<file path="src/include/tlpio_pkg.sv">
// Package for the twelve line parallel I/O port: register map, reset values and carriers.
// Assumes byte-wide register access on a 9-bit address, one clock domain.
package tlpio_pkg;

  // --------------------------------------------------------------------------
  // Sizes and field positions
  // --------------------------------------------------------------------------
  localparam int          TLPIO_LINES       = 12;
  localparam int          TLPIO_GROUP_LINES = 4;
  localparam int          TLPIO_GROUPS      = 3;
  localparam int          CFG_INV_MSB       = 3;
  localparam int          CFG_TYPE_LSB      = 4;
  localparam int          CFG_MODE_BIT      = 7;

  // --------------------------------------------------------------------------
  // Register offsets
  // --------------------------------------------------------------------------
  localparam logic [8:0]  ADDR_DEF_OUT_LO   = 9'h10A;
  localparam logic [8:0]  ADDR_DEF_OUT_HI   = 9'h10B;
  localparam logic [8:0]  ADDR_DEF_DIR_LO   = 9'h10C;
  localparam logic [8:0]  ADDR_DEF_DIR_HI   = 9'h10D;
  localparam logic [8:0]  ADDR_DEF_INV_LO   = 9'h10E;
  localparam logic [8:0]  ADDR_DEF_CFG      = 9'h10F;
  localparam logic [8:0]  ADDR_OUT_LO       = 9'h120;
  localparam logic [8:0]  ADDR_OUT_HI       = 9'h121;
  localparam logic [8:0]  ADDR_DIR_LO       = 9'h122;
  localparam logic [8:0]  ADDR_DIR_HI       = 9'h123;
  localparam logic [8:0]  ADDR_INV_LO       = 9'h124;
  localparam logic [8:0]  ADDR_CFG          = 9'h125;
  localparam logic [8:0]  ADDR_PIN_LO       = 9'h126;
  localparam logic [8:0]  ADDR_PIN_HI       = 9'h127;

  // --------------------------------------------------------------------------
  // Factory values of the nonvolatile defaults
  // --------------------------------------------------------------------------
  localparam logic [11:0] DEF_OUT_RST       = 12'hFFF;
  localparam logic [11:0] DEF_DIR_RST       = 12'hFFF;
  localparam logic [7:0]  DEF_INV_LO_RST    = 8'h00;
  localparam logic [7:0]  DEF_CFG_RST       = 8'h80;

  // --------------------------------------------------------------------------
  // Carriers
  // --------------------------------------------------------------------------
  typedef struct packed {
    logic [8:0] addr;
    logic [7:0] wdata;
    logic       wr;
    logic       rd;
  } tlpio_req_type;

  typedef struct packed {
    logic [7:0] rdata;
    logic       rvalid;
  } tlpio_resp_type;

  typedef struct packed {
    logic [11:0] level;
    logic [11:0] oe;
  } tlpio_drive_type;

  typedef struct packed {
    logic [11:0]     def_out;
    logic [11:0]     def_dir;
    logic [7:0]      def_inv_lo;
    logic [7:0]      def_cfg;
    logic [11:0]     out_value;
    logic [11:0]     direction;
    logic [11:0]     invert;
    logic [2:0]      drive_type;
    logic            drive_strength_select;
    logic [11:0]     pin_sample;
    tlpio_drive_type drive;
    tlpio_resp_type  resp;
  } tlpio_state_type;

endpackage

</file>
<file path="src/logic/tlpio_port.sv">
// Twelve line parallel I/O port: live settings, nonvolatile defaults, pin drive and pin readback.
// Assumes a byte register port already decoded from the serial host, pins synchronous to clk_sys.
//
// Functional notes
// [RL1] Output value bit n drives line n low or high when the line is an output.
// [RL2] Power-up copies default output values into the output value registers.
// [RL3] Direction bit 0 makes a line output, 1 makes it input.
// [RL4] Power-up loads direction registers from default direction registers.
// [RL5] Inversion register holds read inversion for lines 0-7, loaded at power-up.
// [RL6] Configuration bits 0-3 invert lines 8-11; whole register loaded at power-up.
// [RL7] Configuration bits 4-6 pick push-pull or open drain per group of four.
// [RL8] Configuration bit 7: low-current simultaneous or high-current sequential switching.
// [RL9] Pin-state registers are read-only; writes do nothing.
// [RL10] Upper four bits of the second pin-state register read zero.
// [RL11] Pin-state reads work for any direction and show the real pin level.
// [RL12] Pin-state bit equals pin level XOR the line's inversion bit.
// [RL13] Input lines have their driver switched off.
// [RL14] Output lines read back output value XOR inversion bit; released open-drain lines read the sampled pin instead.
// [RL15] Power-up and refresh reload all live settings from the defaults.
// [RL16] Default output values ship with every implemented bit set.
// [RL17] Default configuration ships with only the mode bit set.
// [RL18] Unused upper bits of second output and direction registers ignore writes, read zero.
`timescale 1ns/100ps

module tlpio_port
  import tlpio_pkg::*;
(
  // Clock and reset
  input  wire logic                   clk_sys,
  input  wire logic                   srst,
  // Register port
  input  wire tlpio_req_type          req,
  output tlpio_resp_type              resp,
  // Refresh event from the serial interface
  input  wire logic                   refresh,
  // Pins
  input  wire logic [TLPIO_LINES-1:0] pin_in,
  output logic      [TLPIO_LINES-1:0] pin_out,
  output logic      [TLPIO_LINES-1:0] pin_oe,
  output logic                        drive_high_current
);

  // --------------------------------------------------------------------------
  // Helpers
  // --------------------------------------------------------------------------
  function automatic int line_group(input int line);
    line_group = line / TLPIO_GROUP_LINES;
  endfunction

  function automatic logic addr_is(input logic [8:0] a, input logic [8:0] ref_addr);
    addr_is = (a == ref_addr);
  endfunction

  tlpio_state_type             st;
  tlpio_state_type             next_st;
  logic [TLPIO_LINES-1:0]      target_level;
  logic [TLPIO_LINES-1:0]      target_oe;
  logic [TLPIO_LINES-1:0]      pin_level;
  logic [TLPIO_LINES-1:0]      pin_state;

  // --------------------------------------------------------------------------
  // Per-line drive target and readback
  // --------------------------------------------------------------------------
  genvar gi;
  generate
    for (gi = 0; gi < TLPIO_LINES; gi++)
    begin : g_line
      // Open drain never drives high; a released line reads whatever the outside pulls it to
      assign target_oe[gi]    = ~st.direction[gi] & (~st.drive_type[line_group(gi)] | ~st.out_value[gi]); // [RL13] [RL7]
      assign target_level[gi] = st.out_value[gi] & ~st.drive_type[line_group(gi)]; // [RL1] [RL3]
      // Driven lines read what we drive, others the sampled pin
      assign pin_level[gi]    = st.drive.oe[gi] ? st.drive.level[gi] : st.pin_sample[gi]; // [RL11] [RL14]
      assign pin_state[gi]    = pin_level[gi] ^ st.invert[gi]; // [RL12]
    end
  endgenerate

  // --------------------------------------------------------------------------
  // Next state
  // --------------------------------------------------------------------------
  always_comb
  begin
    logic found;
    found = 1'b0;
    next_st = st;
    next_st.pin_sample = pin_in;
    next_st.resp.rvalid = req.rd;
    next_st.resp.rdata = 8'h00;

    // Sequential mode moves one line per clock to limit supply surge at high current
    if (st.drive_strength_select) // [RL8]
    begin
      for (int i = 0; i < TLPIO_LINES; i++)
      begin
        if (!found && (st.drive.oe[i] != target_oe[i] || st.drive.level[i] != target_level[i]))
        begin
          found = 1'b1;
          next_st.drive.oe[i] = target_oe[i];
          next_st.drive.level[i] = target_level[i];
        end
      end
    end
    else
    begin
      next_st.drive.oe = target_oe;
      next_st.drive.level = target_level;
    end

    // Register writes; pin-state addresses fall through untouched
    if (req.wr) // [RL9]
    begin
      if (addr_is(req.addr, ADDR_DEF_OUT_LO))
        next_st.def_out[7:0] = req.wdata;
      else if (addr_is(req.addr, ADDR_DEF_OUT_HI))
        next_st.def_out[11:8] = req.wdata[3:0];
      else if (addr_is(req.addr, ADDR_DEF_DIR_LO))
        next_st.def_dir[7:0] = req.wdata;
      else if (addr_is(req.addr, ADDR_DEF_DIR_HI))
        next_st.def_dir[11:8] = req.wdata[3:0];
      else if (addr_is(req.addr, ADDR_DEF_INV_LO))
        next_st.def_inv_lo = req.wdata;
      else if (addr_is(req.addr, ADDR_DEF_CFG))
        next_st.def_cfg = req.wdata;
      else if (addr_is(req.addr, ADDR_OUT_LO))
        next_st.out_value[7:0] = req.wdata; // [RL1]
      else if (addr_is(req.addr, ADDR_OUT_HI))
        next_st.out_value[11:8] = req.wdata[3:0]; // [RL1] [RL18]
      else if (addr_is(req.addr, ADDR_DIR_LO))
        next_st.direction[7:0] = req.wdata; // [RL3]
      else if (addr_is(req.addr, ADDR_DIR_HI))
        next_st.direction[11:8] = req.wdata[3:0]; // [RL3] [RL18]
      else if (addr_is(req.addr, ADDR_INV_LO))
        next_st.invert[7:0] = req.wdata; // [RL5]
      else if (addr_is(req.addr, ADDR_CFG))
      begin
        next_st.invert[11:8] = req.wdata[CFG_INV_MSB:0]; // [RL6]
        next_st.drive_type = req.wdata[CFG_MODE_BIT-1:CFG_TYPE_LSB]; // [RL7]
        next_st.drive_strength_select = req.wdata[CFG_MODE_BIT]; // [RL8]
      end
    end

    // Refresh overrides a write to the live settings in the same cycle
    if (refresh) // [RL15]
    begin
      next_st.out_value = st.def_out;
      next_st.direction = st.def_dir;
      next_st.invert = {st.def_cfg[CFG_INV_MSB:0], st.def_inv_lo};
      next_st.drive_type = st.def_cfg[CFG_MODE_BIT-1:CFG_TYPE_LSB];
      next_st.drive_strength_select = st.def_cfg[CFG_MODE_BIT];
    end

    // Register reads
    if (req.rd)
    begin
      if (addr_is(req.addr, ADDR_DEF_OUT_LO))
        next_st.resp.rdata = st.def_out[7:0];
      else if (addr_is(req.addr, ADDR_DEF_OUT_HI))
        next_st.resp.rdata = {4'h0, st.def_out[11:8]};
      else if (addr_is(req.addr, ADDR_DEF_DIR_LO))
        next_st.resp.rdata = st.def_dir[7:0];
      else if (addr_is(req.addr, ADDR_DEF_DIR_HI))
        next_st.resp.rdata = {4'h0, st.def_dir[11:8]};
      else if (addr_is(req.addr, ADDR_DEF_INV_LO))
        next_st.resp.rdata = st.def_inv_lo;
      else if (addr_is(req.addr, ADDR_DEF_CFG))
        next_st.resp.rdata = st.def_cfg;
      else if (addr_is(req.addr, ADDR_OUT_LO))
        next_st.resp.rdata = st.out_value[7:0];
      else if (addr_is(req.addr, ADDR_OUT_HI))
        next_st.resp.rdata = {4'h0, st.out_value[11:8]}; // [RL18]
      else if (addr_is(req.addr, ADDR_DIR_LO))
        next_st.resp.rdata = st.direction[7:0];
      else if (addr_is(req.addr, ADDR_DIR_HI))
        next_st.resp.rdata = {4'h0, st.direction[11:8]}; // [RL18]
      else if (addr_is(req.addr, ADDR_INV_LO))
        next_st.resp.rdata = st.invert[7:0];
      else if (addr_is(req.addr, ADDR_CFG))
        next_st.resp.rdata = {st.drive_strength_select, st.drive_type, st.invert[11:8]};
      else if (addr_is(req.addr, ADDR_PIN_LO))
        next_st.resp.rdata = pin_state[7:0]; // [RL11]
      else if (addr_is(req.addr, ADDR_PIN_HI))
        next_st.resp.rdata = {4'h0, pin_state[11:8]}; // [RL10]
    end
  end

  // --------------------------------------------------------------------------
  // State register; reset acts as power-up
  // --------------------------------------------------------------------------
  always_ff @(posedge clk_sys)
  begin
    if (srst)
    begin
      st <= '0;
      st.def_out <= DEF_OUT_RST; // [RL16]
      st.def_dir <= DEF_DIR_RST;
      st.def_inv_lo <= DEF_INV_LO_RST;
      st.def_cfg <= DEF_CFG_RST; // [RL17]
      st.out_value <= DEF_OUT_RST; // [RL2] [RL15]
      st.direction <= DEF_DIR_RST; // [RL4]
      st.invert <= {DEF_CFG_RST[CFG_INV_MSB:0], DEF_INV_LO_RST}; // [RL5] [RL6]
      st.drive_type <= DEF_CFG_RST[CFG_MODE_BIT-1:CFG_TYPE_LSB];
      st.drive_strength_select <= DEF_CFG_RST[CFG_MODE_BIT];
    end
    else
      st <= next_st;
  end

  assign resp               = st.resp;
  assign pin_out            = st.drive.level;
  assign pin_oe             = st.drive.oe;
  assign drive_high_current = st.drive_strength_select;
endmodule
</file>
<file path="config.mk">
export PLATFORM = sky130hd
export DESIGN_NAME = tlpio_port
export DESIGN_NICKNAME = d
export VERILOG_FILES = /design/src/include/tlpio_pkg.sv /design/src/logic/tlpio_port.sv
export SDC_FILE = /design/constraint.sdc
export NUM_CORES = 1
export LEC_CHECK = 0
export ABC_AREA = 1
export ABC_CLOCK_PERIOD_IN_PS = 2050
export BUFFER_PORTS_ARGS = -buffer_cell sky130_fd_sc_hd__buf_2
export CORE_MARGIN = 3
export CORE_UTILIZATION = 51
export DETAILED_ROUTE_END_ITERATION = 12
export GPL_ROUTABILITY_DRIVEN = 0
export HOLD_SLACK_MARGIN = 0.08
export MAX_ROUTING_LAYER = met4
export PLACE_DENSITY = 0.71
export SYNTH_ARGS = -nofsm -noshare
export SYNTH_HDL_FRONTEND = slang
export SYNTH_SLANG_ARGS = --single-unit
</file>
<file path="constraint.sdc">
create_clock -name clk_sys -period 2.05 [get_ports clk_sys]
set_input_delay 0.205 -clock clk_sys [delete_from_list [all_inputs] [get_ports clk_sys]]
set_output_delay 0.205 -clock clk_sys [all_outputs]
set_load 0.01 [all_outputs]
</file>
==> reports/metrics.cfg, run 1 <==
[logic_synthesis]
synthTopCellsByArea=dfxtp_1 39%, nand2_1 11%, a21oi_1 7.6%, inv_1 6.0%, o211ai_1 5.7%
yosysMostFrequentCell=nand2_1
syn-cell-area_mm2=0.00649
syn-mean-instance-area_um2=7.04
synth_fp_nets=956
synth_edf_count=0
yosys.area.top_type_share=0.385
yosys_warnings=0
ys_async_sr_fraction=0
synth-seq-cells=125
synth_common_cells=193 x nand2_1, 125 x dfxtp_1, 104 x inv_1
postSynthCellCount=922
yosysSeqAreaShare=0.385
ys.flop_type=dfxtp_1
yosysTopAreaCell=dfxtp_1
ys_types=40

[floorplanning]
die_area_mm2=0.0141
start_util=0.532
fp.dieW_um=119
die_h_um=119
core_mm2=0.0122
core.rowCount=40
pin_count=68

[detailed_routing]
viasPerCell=5.49
ant_nets=0
routed_wl_mm=19.2
dr.pass1.iters=8
drt_iter0_markers=721
dr_total_vias=6475
drc=0
wire_per_inst_um=16.3

[clock_network]
cts_root_buffer=clkbuf_16
clockBufferDepth=2
cts-buffers-inserted=17
clk-insertion-delay-late_ns=0.44
cts_sinks=125
htreeDepth=4
clk_pin_slew_ns=0.06
cts_tree=done

[setup_path]
slowest_stage=dfxtp_4
cp-start-kind=flop
max_stage_delay_ns=0.38
cp.arrival_ns=2.28
required_ns=2.40
cp_cell_sequence=inv_6 -> nand2_1 -> nand2_1 -> nand2_2 -> nor2_4 -> nand3_4 -> nor2_4 -> nand4_4 -> nor2_4 -> nand4_2 -> nand3_1 -> nand2_1 -> nor2_1
end_kind=flop
r2r-start=st[46]
path_class=flop to flop
crit_start=st[46]
crit_fanout=7

[worst_hold_path]
worst_hold_path_type=primary input to flop
hp-start=req[0]

[sta]
setup_violations=0
worst_pin_slew_ns=0.558
fin_ws_ns=0.121
hold_violations=0
fmax_mhz=519
post-route-period-util=0.941
drv_slew=0
finalCriticalPeriod_ns=1.93
finalClockSkew_ns=0.0176
relSlewSlack=0.627
finalSetupTns_ns=0

[placement]
preCtsSetupSlack_ns=-0.0139
placed_cells=1124
dpl.hpwl_mm=13.9
placed_area_mm2=0.00689
place.port_buffers=67

[final_layout]
area_growth_pct=20.1
multi_input_area_mm2=0.00327
regArea_mm2=0.00251
drive_gt1_frac=0.186
post-route-util=0.639
antenna_cells=0
n_fill_cell=1156
stdcell_count=1179
nNetsFinal=1032
design_area_mm2=0.00780

[pwr]
p_comb_frac=0.124
switching_share=0.260
power.density_mw_per_mm2=831
leakagePower_uw=0.00372
vdd_drop_max_v=0.000734
p_seq_frac=0.406
p_clk_frac=0.470
p_sw_uw=1680
intPower_uw=4800

[global_route]
grt_pass1_wl_mm=30.5
grt_pass1_vias=5807
grt.total_usage=0.281
antenna_found_initial=0
grt_remaining_overflow=0
grt_max_degree=30

[job]
drv_cap=0

[run_status]
status=completed

power by group through the flow:
stage / logic [µW] / clock network [µW] / registers (µW)
finish: 806 / 3050 / 2630
global route: 889 / 3170 / 2650
CTS: 745 / 3070 / 2630
detailed placement: 708 / 0 / 2680
global placement: 705 / 0 / 2670
floorplan: 536 / 0 / 2640
layer usage:
layer | vias to the layer above | wire, µm | share of wire | track usage
met5 | - | 0 | 0 | -
li1 | 3186 | - | - | -
met2 | 310 | 8740 | 0.45 | 0.427
met1 | 2937 | 8540 | 0.44 | 0.372
met3 | 42 | 1540 | 0.080 | 0.0603
met4 | 0 | 427 | 0.022 | 0.0970
worst max-delay path: cells and delay by family, from the launching register on:
kind	cells	cell delay, ns
flip-flops	1	0.38
buffers and inverters	1	0.08
AND/OR/NAND/NOR	12	1.36
worst paths after layout:
kind | end | cells after the start | slack [ns]
min | resp[1] | 3 | 0.21
max reg2reg | pin_oe[10] | 13 | 0.12
max | pin_oe[10] | 13 | 0.12
min reg2reg | st[98] | 2 | 0.49
placed cells by master, fill, tap and decap left out, types with 4 or more instances in the layout:
cell type      Yosys  routed
or2_2              7       7
nand2_2            3      15
nand3_1           33      32
o21ai_0           73      73
nand4_1            9       9
a21oi_1           98      96
inv_2              8       9
o21ai_1            4       4
nand3b_1           4       4
dlygate4sd3_1      0      20
buf_4             35      33
xnor2_1           10      10
xor2_1            17      17
nor2_2             5       4
dfxtp_1          125     122
clkinv_2           0       4
nand2_1          193     181
nor3_1             5       5
clkbuf_8           0       6
clkbuf_16          0      17
buf_2              6      67
nor2_4             4       7
a32o_1             4       4
inv_1            104     102
o211ai_1          49      49
nor2_1            76      74
per-stage QoR:
| step | power, µW | hold slack, ns |
|---|---|---|
| floorplan | 3180 | 0.312 |
| global placement | 3380 | 0.405 |
| detailed placement | 3380 | 0.410 |
| CTS | 6440 | 0.201 |
| global route | 6710 | 0.208 |
| finish | 6490 | 0.213 |
sequential cells by signal, indices dropped and copies added, names as in the netlist:
signal	count
st	91
pin_oe	12
pin_out	12
resp	9
drive_high_current	1
kinds of logic (layout without fill, tap and decap cells):
group / Yosys count / after routing / share of synthesized area
AND/OR/NAND/NOR: 351 / 351 / 0.239
AO/OA/AOI/OAI: 243 / 243 / 0.217
buffers and inverters: 176 / 265 / 0.123
flip-flops: 125 / 125 / 0.385
XOR/XNOR: 27 / 27 / 0.0364
timing repair:
action	4_1_cts	5_1_grt
resized for setup	0	30
endpoints found under the setup margin	0	16
hold buffers	20	0
endpoints found under the hold margin	21	0
buffers inserted	0	3
final cells by class:
cell class	instances	share of cell area
Multi-Input combinational cell	621	0.419
Sequential cell	125	0.322
Timing Repair Buffer	120	0.100
Clock buffer	26	0.0666
Inverter	113	0.0550
Tap cell	168	0.0269
Clock inverter	6	0.0103
(Power assumes the default switching activity.)
==> run 2: changes to the inputs <==
PLACE_DENSITY = default   (was 0.71)
PLACE_DENSITY_LB_ADDON = 0.2   (was default)
==> reports/metrics.cfg, run 2 (synthesis gave the netlist of run 1 again) <==
[setup_path]
crit_top_cell=nor2_4
max_stage_delay_ns=0.43
reg2reg_slack_ns=0.08
end_kind=flop
path_class=flop to flop
cp_cell_sequence=nand2_2 -> nand3_1 -> nand2_1 -> nor2_4 -> nand3_4 -> nor2_4 -> nand4_4 -> nor2_4 -> nand3_2 -> nand2_2 -> inv_1 -> nor2_1 -> nor2_1
crit_start=st[74]
cp.depth=13
cp-start-kind=flop
r2r-start=st[74]
required_ns=2.36
reg2reg_to=pin_out[9]
r2r_cells=13
cp.arrival_ns=2.28
setup.worst_path.end=pin_out[9]
path_buf_inv=1
cpLargestDelayFamily=simple AND/OR/NAND/NOR gates
slowest_stage=dfxtp_1
crit_fanout=4

[clock_network]
clk_pin_slew_ns=0.05
clockBufferDepth=2
cts_root_buffer=clkbuf_16
cts_sinks=125
htreeDepth=4
clk-insertion-delay-late_ns=0.43
cts_tree=done
cts-buffers-inserted=17

[pwr]
p_comb_frac=0.129
p_seq_frac=0.426
intPower_uw=4520
power.density_mw_per_mm2=793
leakagePower_uw=0.00372
p_clk_frac=0.445
vdd_drop_max_v=0.000645
p_sw_uw=1650
switching_share=0.267

[sta]
finalClockSkew_ns=0.0144
hold_ws_ns=0.0938
fmax_mhz=509
setup_violations=0
worst_pin_slew_ns=0.537
relSlewSlack=0.641
finalCriticalPeriod_ns=1.97
drv_slew=0
post-route-period-util=0.959
fin_ws_ns=0.0836
hold_violations=0

[final_layout]
area_growth_pct=19.9
antenna_cells=0
layout_common_cells=183 x nand2_1, 122 x dfxtp_1, 103 x inv_1
n_fill_cell=1169
nNetsFinal=1032
layout_commonest_cell=nand2_1
multi_input_area_mm2=0.00329
drive_gt1_frac=0.189
largest_register_ffs=91
top_register=st
regArea_mm2=0.00251

[floorplanning]
start_util=0.532
pin_count=68
fp.dieW_um=119
die_area_mm2=0.0141
die_h_um=119
core_mm2=0.0122
core.rowCount=40

[job]
drv_cap=0

[global_route]
antenna_found_initial=0
grt.total_usage=0.282
grt_pass1_vias=5854
grt_remaining_overflow=0
grt_pass1_wl_mm=30.6
grt_max_degree=48

[detailed_routing]
drc=0
dr_total_vias=6405
routed_wl_mm=19.0
drt_iter0_markers=659
wire_per_inst_um=16.1
dr.pass1.iters=6
ant_nets=0
viasPerCell=5.44

[worst_hold_path]
worst_hold_path_type=primary input to flop

[placement]
dpl.hpwl_mm=13.9
place.port_buffers=67
preCtsSetupSlack_ns=0.0664

[run_status]
status=completed

[run 2: changes by cell type in the layout (fill, tap and decap cells not counted), moves of 2 or more]
cell / delta
buf_12: +3
nand2_2: -2
dlygate4sd3_1: -3
clkinv_2: +4
clkbuf_8: -4
nand2_1: +2
[run 2: per-layer routing]
layer | wire (µm) | vias up | part of all wire | track usage
li1 | - | 3181 | - | -
met1 | 8440 | 2887 | 0.44 | 0.374
met2 | 8510 | 294 | 0.45 | 0.421
met3 | 1610 | 43 | 0.085 | 0.0703
met4 | 448 | 0 | 0.024 | 0.102
met5 | 0 | - | 0 | -
[run 2: worst min-delay path by stage]
stage | start | endpoint | slack, ns | cells after the start
after floorplan | pin_in[0] | st[33] | 0.31 | 2
after global placement | pin_in[8] | st[41] | 0.41 | 3
after detailed placement | pin_in[11] | st[44] | 0.41 | 3
after CTS | req[4] | st[95] | 0.09 | 3
after global routing | req[4] | st[95] | 0.12 | 3
final | req[4] | st[95] | 0.09 | 3
[run 2: worst register-to-register path, cell delays in order, from the launching register on]
cell and delay, ns:
dfxtp_1 0.43, nand2_2 0.09, nand3_1 0.07, nand2_1 0.08
nor2_4 0.17, nand3_4 0.10, nor2_4 0.17, nand4_4 0.10
nor2_4 0.24, nand3_2 0.11, nand2_2 0.10, inv_1 0.05
nor2_1 0.08, nor2_1 0.05
[run 2: metrics by stage]
| stage | setup TNS (ns) | util | area (µm²) | instances | power, µW |
|---|---|---|---|---|---|
| 2_1_floorplan | 0 | - | 6490 | 922 | 3180 |
| 3_3_place_gp | 0 | 0.570 | 6960 | 1129 | 3380 |
| 3_5_place_dp | 0 | 0.570 | 6960 | 1129 | 3390 |
| 4_1_cts | 0 | 0.628 | 7670 | 1177 | 6150 |
| 5_1_grt | -0.172 | 0.638 | 7780 | 1178 | 6430 |
| 6_report | 0 | 0.638 | 7780 | 1178 | 6170 |
[run 2: final cells by class]
class	count	area share
multi-input cells	621	0.423
repair buffers	120	0.104
inverters	113	0.0551
flip-flops and latches	125	0.322
clock inverters	9	0.00900
well taps	168	0.0270
clock buffers	22	0.0596
[run 2: power by group through the flow]
| stage | Clock, µW | Combinational (µW) | Sequential, µW |
|---|---|---|---|
| after floorplan | 0 | 536 | 2640 |
| after global placement | 0 | 707 | 2670 |
| after detailed placement | 0 | 713 | 2670 |
| after CTS | 2790 | 744 | 2620 |
| after global routing | 2910 | 881 | 2640 |
| final | 2750 | 795 | 2630 |
[run 2: timing repair]
| item | in CTS | in global routing |
|---|---|---|
| setup endpoints to repair | 1 | 10 |
| setup buffers | 0 | 1 |
| gates resized for setup | 1 | 31 |
| hold buffers | 17 | 0 |
| pin swaps | 0 | 11 |
| hold endpoints to repair | 18 | 0 |
==> run 3: changes to the inputs <==
CORE_MARGIN = default   (was 3)
GPL_TIMING_DRIVEN = 0   (was default)
==> reports/metrics.cfg, run 3 (synthesis gave the netlist of run 1 again) <==
[final_layout]
top_register=st
layout_commonest_cell=nand2_1
largest_register_ffs=91
area_growth_pct=21.0
layout_common_cells=187 x nand2_1, 122 x dfxtp_1, 104 x inv_1
drive_gt1_frac=0.184
antenna_cells=0
nNetsFinal=1059
stdcell_count=1205

[global_route]
grt_pass1_vias=6066
antenna_found_initial=0
grt.total_usage=0.325
grt_remaining_overflow=0
grt_pass1_wl_mm=31.1
grt_max_degree=17

[sta]
post-route-period-util=0.948
finalCriticalPeriod_ns=1.94
hold_violations=0
fin_ws_ns=0.106
relSlewSlack=0.463
finalClockSkew_ns=0.00769
drv_slew=0
setup_violations=0
fmax_mhz=514
finalSetupTns_ns=0
worst_pin_slew_ns=0.799

[clock_network]
cts_root_buffer=clkbuf_16
cts-buffers-inserted=17
cts_sinks=125
clk_pin_slew_ns=0.05
htreeDepth=4
cts_tree=done
clockBufferDepth=2
clk-insertion-delay-late_ns=0.43

[placement]
dpl.hpwl_mm=14.8
place.port_buffers=65
preCtsSetupSlack_ns=-0.342
placed_cells=1155

[setup_path]
cp.arrival_ns=2.25
end_kind=flop
path_class=flop to flop
cp-start-kind=flop
crit_fanout=7
required_ns=2.36

[pwr]
power.density_mw_per_mm2=814
vdd_drop_max_v=0.000980
leakagePower_uw=0.00377
power_uw=6390

[detailed_routing]
dr.pass1.iters=7
viasPerCell=5.49
routed_wl_mm=19.6
dr_total_vias=6617
drc=0
drt_iter0_markers=724
wire_per_inst_um=16.3
ant_nets=0

[floorplanning]
die_h_um=115
fp.dieW_um=115
start_util=0.532
die_area_mm2=0.0132
core_mm2=0.0122
pin_count=68
core.rowCount=40

[run_status]
status=completed

[job]
drv_cap=0

[worst_hold_path]
worst_hold_path_type=primary input to flop

[run 3: changes by cell type in the layout (fill, tap and decap cells not counted), sizes merged]
cell         before  now
clkbuf           22   43
bufinv            1    2
clkinv            9    7
buf             103  112
dlygate4sd3      17   15
[run 3: power by group]
group          switching [µW]  internal, µW
logic                     525           323
registers                87.9          2540
clock network            1060          1860
total                    1670          4720
[run 3: critical path, stage by stage, from the launching register on]
cell and delay [ns]:
dfxtp_4 0.38, nand2_1 0.09, nand2_1 0.07, nand2_1 0.08, nand2_2 0.07, nor2_4 0.16, nand3_4 0.10, nor2_4 0.17
nand4_4 0.11, nor2_4 0.18, nand3_1 0.09, nand2_1 0.10, inv_1 0.07, nor2_1 0.09, nor2_1 0.06
[run 3: final cells by class]
| cell class | count | area, µm² |
|---|---|---|
| buffer | 63 | 375 |
| clock buffer | 23 | 478 |
| clock inverter | 8 | 90.1 |
| fill | 1189 | 4350 |
| inverter | 113 | 427 |
| multi-input combinational | 621 | 3260 |
| sequential | 125 | 2510 |
| tap | 168 | 210 |
| timing repair buffer | 84 | 505 |
[run 3: metal layers]
layer	GRT usage	wire length, µm
met4	0.148	775
met5	-	0
met1	0.401	8280
met2	0.500	8750
met3	0.0828	1790
[run 3: what timing repair did]
action | in CTS | in global routing
hold endpoints to repair | 15 | 0
hold buffers | 15 | 0
resized for setup | 1 | 23
setup buffers | 0 | 4
pin swaps | 0 | 6
endpoints found under the setup margin | 5 | 16
[run 3: path summary, 6_finish.rpt]
| kind | startpoint | to | slack, ns | cells after the start |
|---|---|---|---|---|
| setup / recovery | st[46] | pin_oe[9] | 0.11 | 14 |
| hold / removal | req[7] | st[98] | 0.09 | 3 |
| setup reg to reg | st[46] | pin_oe[9] | 0.11 | 14 |
| hold reg to reg | st[62] | st[62] | 0.48 | 2 |
[run 3: stage by stage]
stage,util,area (µm²),hold WS [ns]
floorplan,-,6490,0.312
CTS,0.635,7750,0.0801
global route,0.643,7860,0.102
finish,0.643,7860,0.0857
detailed placement,0.576,7030,0.413
global placement,0.576,7030,0.405
